==> config.mk <==
export PLATFORM = sky130hd
export DESIGN_NAME = apc_top
export DESIGN_NICKNAME = d
export VERILOG_FILES = /design/src/design/apc_pkg.sv /design/src/design/apc_top.sv /design/src/design/apc_fifo.sv
export SDC_FILE = /design/constraint.sdc
export NUM_CORES = 1
export LEC_CHECK = 0
export ABC_AREA = 1
export BUFFER_PORTS_ARGS = -buffer_cell sky130_fd_sc_hd__buf_2
export CAP_MARGIN = 20
export CORE_UTILIZATION = 40
export CTS_BUF_LIST = sky130_fd_sc_hd__clkbuf_2 sky130_fd_sc_hd__clkbuf_4 sky130_fd_sc_hd__clkbuf_8
export DETAILED_ROUTE_END_ITERATION = 12
export PLACE_DENSITY_LB_ADDON = 0.25
export SKIP_LAST_GASP = 1
export SYNTH_ARGS = -nofsm -noshare
export SYNTH_HDL_FRONTEND = slang
export SYNTH_HIERARCHICAL = 1
export SYNTH_SLANG_ARGS = --single-unit
==> constraint.sdc <==
create_clock -name clk -period 6.43 [get_ports clk]
set_clock_uncertainty 0.1 [all_clocks]
set_input_delay 0.3215 -clock clk [delete_from_list [all_inputs] [get_ports clk]]
set_output_delay 0.3215 -clock clk [all_outputs]
set_load 0.1 [all_outputs]
==> src/design/apc_pkg.sv <==
// constants, types and helpers for the converter pin control and serial output
package apc_pkg;
	// clock and timing
	localparam int CLK_PERIOD_NS = 50;
	localparam int SETTLE_MAX_PERIODS = 833;
	localparam logic [9:0] SETTLE_CLKS = 10'd800;
	// word format
	localparam int IN_BITS = 18;
	localparam int WORD_BITS = 16;
	localparam logic [3:0] LAST_BIT = 4'hF;
	localparam logic [15:0] POS_FULL = 16'h7FFF;
	localparam logic [15:0] NEG_FULL = 16'h8000;
	// buffering
	localparam int FIFO_DEPTH = 4;
	localparam int FIFO_WIDTH = WORD_BITS + 1;
	// reset values of the pin synchronisers (pull-up / pull-down defaults)
	localparam logic PD_N_RESET = 1'b1;
	localparam logic VREF_N_RESET = 1'b0;

	typedef enum logic [1:0] {APC_OFF, APC_SETTLE, APC_IDLE, APC_SHIFT} apc_state_e;

	// clamp the wide filter result to a 16-bit word plus range flag
	function automatic logic [16:0] apc_saturate(input logic [17:0] s);
		if (s[17:15] == 3'h0 || s[17:15] == 3'h7) begin
			return {1'b0, s[15:0]};
		end else if (s[17]) begin
			return {1'b1, NEG_FULL};
		end else begin
			return {1'b1, POS_FULL};
		end
	endfunction
endpackage

==> src/design/apc_top.sv <==
// pin control and framed serial output of the converter
`timescale 1ns/1ps
`default_nettype none
module apc_top
	import apc_pkg::*;
(
	input wire logic clk,
	input wire logic reset,
	input wire logic sample_valid,
	output logic sample_ready,
	input wire logic [IN_BITS-1:0] sample_data,
	input wire logic sync_pin,
	input wire logic power_down_n,
	input wire logic use_internal_vref_n,
	output logic sclk,
	output logic sclk_n,
	output logic dout,
	output logic dout_n,
	output logic frame_marker,
	output logic frame_marker_n,
	output logic range_exceeded,
	output logic internal_vref_on,
	output logic circuit_enable,
	output logic sample_hold
);
	typedef struct packed {
		logic sync_s1;
		logic sync_s2;
		logic sync_s3;
		logic pd_s1;
		logic pd_s2;
		logic vref_s1;
		logic vref_s2;
		apc_state_e state;
		logic [9:0] cnt;
		logic [3:0] bit_idx;
		logic [15:0] shreg;
		logic sclk;
		logic sclk_n;
		logic dout;
		logic dout_n;
		logic frame;
		logic frame_n;
		logic range;
		logic vref_on;
		logic enable;
		logic hold;
	} apc_top_s;

	localparam apc_top_s TOP_RESET = '{
		sync_s1: 1'b0, sync_s2: 1'b0, sync_s3: 1'b0,
		pd_s1: PD_N_RESET, pd_s2: PD_N_RESET,
		vref_s1: VREF_N_RESET, vref_s2: VREF_N_RESET,
		state: APC_OFF, cnt: '0, bit_idx: '0, shreg: '0,
		sclk: 1'b0, sclk_n: 1'b1, dout: 1'b0, dout_n: 1'b1,
		frame: 1'b0, frame_n: 1'b1, range: 1'b0,
		vref_on: 1'b0, enable: 1'b0, hold: 1'b0};

	apc_top_s r_reg;
	apc_top_s r_next;
	logic sync_evt;
	logic fifo_flush;
	logic fifo_in_valid;
	logic [FIFO_WIDTH-1:0] fifo_in_data;
	logic fifo_pop;
	logic fifo_valid;
	logic [FIFO_WIDTH-1:0] fifo_data;

	// start a word: marker, first serial clock rise and msb together
	function automatic apc_top_s load_word(input apc_top_s s, input logic [16:0] w);
		apc_top_s t;
		t = s;
		t.state = APC_SHIFT;
		t.shreg = w[15:0];
		t.dout = w[15];
		t.range = w[16];
		t.bit_idx = '0;
		t.sclk = 1'b1;
		t.frame = 1'b1;
		return t;
	endfunction

	// clamp and tag the incoming result before buffering
	assign fifo_in_data = apc_saturate(sample_data);
	assign fifo_in_valid = sample_valid && r_reg.enable;
	assign sync_evt = r_reg.sync_s2 && !r_reg.sync_s3;
	assign fifo_flush = !r_reg.pd_s2 || sync_evt;

	apc_fifo #(
		.WIDTH(FIFO_WIDTH),
		.DEPTH(FIFO_DEPTH)
	) u_fifo (
		.clk(clk),
		.reset(reset),
		.flush(fifo_flush),
		.in_valid(fifo_in_valid),
		.in_ready(sample_ready),
		.in_data(fifo_in_data),
		.out_valid(fifo_valid),
		.out_ready(fifo_pop),
		.out_data(fifo_data)
	);

	// pin synchronisers, sequencing and serialiser
	always_comb begin
		r_next = r_reg;
		fifo_pop = 1'b0;
		r_next.sync_s1 = sync_pin;
		r_next.sync_s2 = r_reg.sync_s1;
		r_next.sync_s3 = r_reg.sync_s2;
		r_next.pd_s1 = power_down_n;
		r_next.pd_s2 = r_reg.pd_s1;
		r_next.vref_s1 = use_internal_vref_n;
		r_next.vref_s2 = r_reg.vref_s1;
		if (!r_reg.pd_s2) begin
			r_next.state = APC_OFF;
			r_next.sclk = 1'b0;
			r_next.frame = 1'b0;
			r_next.dout = 1'b0;
			r_next.range = 1'b0;
		end else if (sync_evt) begin
			r_next.state = APC_SETTLE;
			r_next.cnt = SETTLE_CLKS;
			r_next.sclk = 1'b0; // data held across the cut clock fall
			r_next.frame = 1'b0;
		end else begin
			unique case (r_reg.state)
				APC_OFF: begin
					r_next.state = APC_SETTLE;
					r_next.cnt = SETTLE_CLKS;
				end
				APC_SETTLE: begin
					fifo_pop = fifo_valid; // unsettled words are dropped
					r_next.dout = 1'b0; // parked low once the serial clock is low
					if (r_reg.cnt == '0) begin
						r_next.state = APC_IDLE;
					end else begin
						r_next.cnt = r_reg.cnt - 10'd1;
					end
				end
				APC_IDLE: begin
					if (fifo_valid) begin
						fifo_pop = 1'b1;
						r_next = load_word(r_next, fifo_data);
					end
				end
				APC_SHIFT: begin
					if (r_reg.sclk) begin
						r_next.sclk = 1'b0;
						r_next.frame = 1'b0;
					end else if (r_reg.bit_idx == LAST_BIT) begin
						if (fifo_valid) begin
							fifo_pop = 1'b1;
							r_next = load_word(r_next, fifo_data);
						end else begin
							r_next.state = APC_IDLE;
							r_next.dout = 1'b0;
						end
					end else begin
						r_next.sclk = 1'b1;
						r_next.bit_idx = r_reg.bit_idx + 4'd1;
						r_next.shreg = {r_reg.shreg[14:0], 1'b0};
						r_next.dout = r_reg.shreg[14];
					end
				end
			endcase
		end
		r_next.enable = r_reg.pd_s2 && (r_next.state != APC_OFF);
		r_next.hold = r_next.enable;
		r_next.vref_on = !r_reg.vref_s2 && r_reg.pd_s2;
		r_next.sclk_n = !r_next.sclk;
		r_next.dout_n = !r_next.dout;
		r_next.frame_n = !r_next.frame;
	end

	always_ff @(posedge clk or posedge reset) begin
		if (reset) begin
			r_reg <= TOP_RESET;
		end else begin
			r_reg <= r_next;
		end
	end

	assign sclk = r_reg.sclk;
	assign sclk_n = r_reg.sclk_n;
	assign dout = r_reg.dout;
	assign dout_n = r_reg.dout_n;
	assign frame_marker = r_reg.frame;
	assign frame_marker_n = r_reg.frame_n;
	assign range_exceeded = r_reg.range;
	assign internal_vref_on = r_reg.vref_on;
	assign circuit_enable = r_reg.enable;
	assign sample_hold = r_reg.hold;

	// checks on the output framing and pin control
	property p_frame_one;
		@(posedge clk) disable iff (reset) frame_marker |=> !frame_marker;
	endproperty
	a_frame_one: assert property (p_frame_one) else $error("marker longer than one clock");

	property p_frame_on_rise;
		@(posedge clk) disable iff (reset) $rose(frame_marker) |-> $rose(sclk);
	endproperty
	a_frame_on_rise: assert property (p_frame_on_rise) else $error("marker not on clock rise");

	property p_compl;
		@(posedge clk) disable iff (reset)
			(sclk_n != sclk) && (dout_n != dout) && (frame_marker_n != frame_marker);
	endproperty
	a_compl: assert property (p_compl) else $error("complement copy mismatch");

	property p_sclk_half;
		@(posedge clk) disable iff (reset) sclk |=> !sclk;
	endproperty
	a_sclk_half: assert property (p_sclk_half) else $error("serial clock high too long");

	property p_dout_hold;
		@(posedge clk) disable iff (reset) (circuit_enable && $fell(sclk)) |-> $stable(dout);
	endproperty
	a_dout_hold: assert property (p_dout_hold) else $error("data moved on clock fall");

	property p_pd;
		@(posedge clk) disable iff (reset)
			!r_reg.pd_s2 |=> (!circuit_enable && !sclk && !frame_marker && !sample_hold);
	endproperty
	a_pd: assert property (p_pd) else $error("power down not honoured");

	property p_vref;
		@(posedge clk) disable iff (reset)
			(r_reg.pd_s2 && r_reg.vref_s2) |=> !internal_vref_on;
	endproperty
	a_vref: assert property (p_vref) else $error("internal reference left on");

	property p_settle_quiet;
		@(posedge clk) disable iff (reset) sync_evt |=> !frame_marker [*8];
	endproperty
	a_settle_quiet: assert property (p_settle_quiet) else $error("frame during settling");

	property p_saturate;
		@(posedge clk) disable iff (reset)
			(sample_data[17:15] == 3'h1) |->
				(fifo_in_data[16] && fifo_in_data[15:0] == POS_FULL);
	endproperty
	a_saturate: assert property (p_saturate) else $error("positive clamp wrong");

	property p_hold;
		@(posedge clk) disable iff (reset) circuit_enable |-> sample_hold;
	endproperty
	a_hold: assert property (p_hold) else $error("sampling not running");

	c_frame: cover property (@(posedge clk) disable iff (reset) $rose(frame_marker));
	c_range: cover property (@(posedge clk) disable iff (reset) $rose(range_exceeded));
	c_sync: cover property (@(posedge clk) disable iff (reset) sync_evt ##[1:900] frame_marker);
	c_pd: cover property (@(posedge clk) disable iff (reset) $fell(circuit_enable));
endmodule
`default_nettype wire

==> src/design/apc_fifo.sv <==
// small show-ahead fifo with registered outputs
`timescale 1ns/1ps
`default_nettype none
module apc_fifo #(
	parameter int WIDTH = 17,
	parameter int DEPTH = 4
) (
	input wire logic clk,
	input wire logic reset,
	input wire logic flush,
	input wire logic in_valid,
	output logic in_ready,
	input wire logic [WIDTH-1:0] in_data,
	output logic out_valid,
	input wire logic out_ready,
	output logic [WIDTH-1:0] out_data
);
	localparam int PW = (DEPTH > 1) ? $clog2(DEPTH) : 1;
	localparam int CW = $clog2(DEPTH + 1);

	typedef struct packed {
		logic [DEPTH-1:0][WIDTH-1:0] mem;
		logic [PW-1:0] wr;
		logic [PW-1:0] rd;
		logic [CW-1:0] cnt;
		logic in_ready;
		logic out_valid;
		logic [WIDTH-1:0] out_data;
	} apc_fifo_s;

	apc_fifo_s r_reg;
	apc_fifo_s r_next;

	function automatic logic [PW-1:0] bump(input logic [PW-1:0] p);
		return (p == PW'(DEPTH - 1)) ? '0 : p + PW'(1);
	endfunction

	// pointer, count and registered view of the head
	always_comb begin
		logic push;
		logic pop;
		push = in_valid && r_reg.in_ready;
		pop = out_ready && r_reg.out_valid;
		r_next = r_reg;
		if (push) begin
			r_next.mem[r_reg.wr] = in_data;
			r_next.wr = bump(r_reg.wr);
		end
		if (pop) begin
			r_next.rd = bump(r_reg.rd);
		end
		r_next.cnt = r_reg.cnt + CW'(push) - CW'(pop);
		if (flush) begin
			r_next.wr = '0;
			r_next.rd = '0;
			r_next.cnt = '0;
		end
		r_next.in_ready = (r_next.cnt != CW'(DEPTH));
		r_next.out_valid = (r_next.cnt != '0);
		r_next.out_data = r_next.mem[r_next.rd];
	end

	always_ff @(posedge clk or posedge reset) begin
		if (reset) begin
			r_reg <= '0;
		end else begin
			r_reg <= r_next;
		end
	end

	assign in_ready = r_reg.in_ready;
	assign out_valid = r_reg.out_valid;
	assign out_data = r_reg.out_data;
endmodule
`default_nettype wire

==> reports/qor.csv <==
metric,value,unit
status,"complete, no violations",
track_usage,19.3,%
hold_class,in -> reg,
yosys-top-cells-area,"dfrtp_1, nand2_1, inv_1",
cts_hold_buf,4,
intPower,0.00144,W
ys_seq_elements,141,
h-tree-depth,4,
first_global_vias,5864,
syn_avg_cell_area,7.31,um^2
synth_area_leader_cell,dfrtp_1,
drt_iter0_drc,396,
cts.sinks,141,
path_class,reg -> reg,
ir_worst_vdd,0.127,mV
ys_types,39,
syn_inst,1033,
rows,49,
synth-edff-count,0,
synth_ff_type,dfrtp_1,
post_cts_resized,0,
maxCapViolCount,0,
cts_tree,yes,
p_clk_share,34.5,%
fin_crit_sh,47.0,%
coreArea,18200,um^2
numCtsBuffers,17,
antenna_found_initial,0,
cts_buffer_depth,2,
met2_usage,31.7,%
first_pass_iters,7,
post-dp-hpwl,11200,um
period_needed,3.02,ns
clock_latency,0.46,ns
boundaryPins,35,
routabilityCongestion,0.855,
cp_max_fo,23,
initial_core_util,41.5,%
synthDominantCellAreaShare,45.1,%
fp.dieH,139,um
p_comb_share,15.2,%
cts_root_buf,clkbuf_8,
layout.cells.non_filler,1290,
grt_pass1_wl,29100,um
grt-ovfl-total,0,
synth_most_common_cell,nand2_1,
nFillCells,1846,
synthTopCellsByCount,"nand2_1, inv_1, dfrtp_1",
antenna_left,0,
viasPerCell,4.72,
timing.fmax,331,MHz
seqCellArea,3530,um^2
multi_input_area,2900,um^2
wl,17300,um
die_area,19400,um^2
endpoint_kind,register,
die_x,139,um
netlist_area,7550,um^2
dp_cells,1253,
ys_seq_area_share,46.8,%
largest_register_ffs,75,
final-hold-violation-count,0,
diodes,0,
grtUsageMet3,4.71,%
top_usage_layer,met2,
nets,1085,
async_reset_ff_share,100,%
via_count,6091,
cts_setup_buffers,0,
avgRoutedWirePerCell,13.4,um
powerDensity,250,nW/um^2
final_layout_size_suffix_gt1_share,10.7,%
switching_share,29.5,%
crit_required,6.65,ns
setup_viol,0,
p_leak,4.44,nW
start_kind,register,
tightest_slew,0.868,ns
p_sw,0.000605,W
clk_pin_slew,0.08,ns
maxSlewViolCount,0,
seqPwrFrac,50.3,%
syn_nets,1070,
grt_use_met1,25.2,%
grt_max_degree,65,
area_delta_synth_final,8.62,%
route.detailed.drc,0,
port_buffers,34,
rsz0062_at_grt,false,
max_slew_margin,42.1,%
arrival,3.24,ns
tns,0,ns
yosys_warnings,6,
==> through the flow <==
| stage | hold slack (ns) | area [um^2] | util [%] | setup slack (ns) | power [W] |
|---|---|---|---|---|---|
| 2_1_floorplan | 0.226 | 7550 | - | 3.55 | 0.00130 |
| 3_3_place_gp | 0.239 | 7750 | 42.6 | 3.45 | 0.00135 |
| 3_5_place_dp | 0.237 | 7750 | 42.6 | 3.46 | 0.00135 |
| 4_1_cts | 0.101 | 8180 | 44.9 | 3.44 | 0.00207 |
| 5_1_grt | 0.133 | 8200 | 45.0 | 3.05 | 0.00217 |
| 6_report | 0.126 | 8200 | 45.0 | 3.41 | 0.00205 |
==> per-layer routing <==
layer,share of wire (%),vias to the layer above,wire length [um]
met2,47,128,8170
met3,4.7,8,812
li1,-,3125,-
met1,47,2830,8150
met5,0,-,0
met4,0.72,0,124
==> area by class of cell <==
type                            instances  area share (%)
Clock buffer                           21            3.30
Clock inverter                         11            1.46
Inverter                              216            9.92
Multi-Input combinational cell        627            35.4
Sequential cell                       141            43.1
Tap cell                              229            3.49
Timing Repair Buffer                   45            3.36
==> worst paths after layout <==
| path | start | to | slack [ns] | cells after the start |
|---|---|---|---|---|
| max in group asynchronous | reset | u_fifo/r_reg[68] | 4.77 | 4 |
| setup / recovery | u_fifo/out_valid | u_fifo/out_valid | 3.41 | 10 |
| setup reg to reg | u_fifo/out_valid | u_fifo/out_valid | 3.41 | 10 |
| min in group asynchronous | reset | r_reg[32] | 0.23 | 3 |
| hold reg to reg | r_reg[48] | r_reg[47] | 0.25 | 0 |
| hold / removal | sample_data[17] | u_fifo/r_reg[75] | 0.13 | 3 |
==> kinds of logic (layout without fill, tap and decap cells) <==
group | Yosys count | count (layout) | synth area share (%)
adder cells (fa/ha/maj) | 13 | 13 | 2.25
flip-flops | 141 | 141 | 46.8
AND/OR/NAND/NOR | 542 | 542 | 30.4
XOR/XNOR | 3 | 3 | 0.348
AO/OA/AOI/OAI | 69 | 69 | 5.34
buffers and inverters | 265 | 293 | 14.8
==> layout by cell type, fill, tap and decap left out, drive strengths merged, types with 7 or more instances in the layout <==
cell type / netlist / layout
nand2: 394 / 394
inv: 215 / 215
dfrtp: 136 / 136
nand3: 71 / 71
nor2: 46 / 46
o21ai: 46 / 46
buf: 39 / 41
nand4: 26 / 26
clkbuf: 10 / 21
ha: 12 / 12
a21oi: 12 / 12
clkinv: 1 / 7
==> power groups by stage <==
stage	Combinational, W	Sequential, W	Clock [W]
2_1_floorplan	0.000265	0.00104	0
3_3_place_gp	0.000304	0.00104	0
3_5_place_dp	0.000309	0.00105	0
4_1_cts	0.000313	0.00103	0.000727
5_1_grt	0.000366	0.00104	0.000770
6_report	0.000312	0.00103	0.000706
==> worst max-delay path: stages, from the launching register on <==
cell and delay (ns):
dfrtp_1 0.81, inv_1 0.22, nor4_1 0.39, nand2_2 0.18
xor2_1 0.22, ha_1 0.16, inv_1 0.05, fa_1 0.47
nor2_1 0.05, nor2_1 0.13, o21ai_0 0.11
Note: power is estimated with default switching activity, not from simulation.
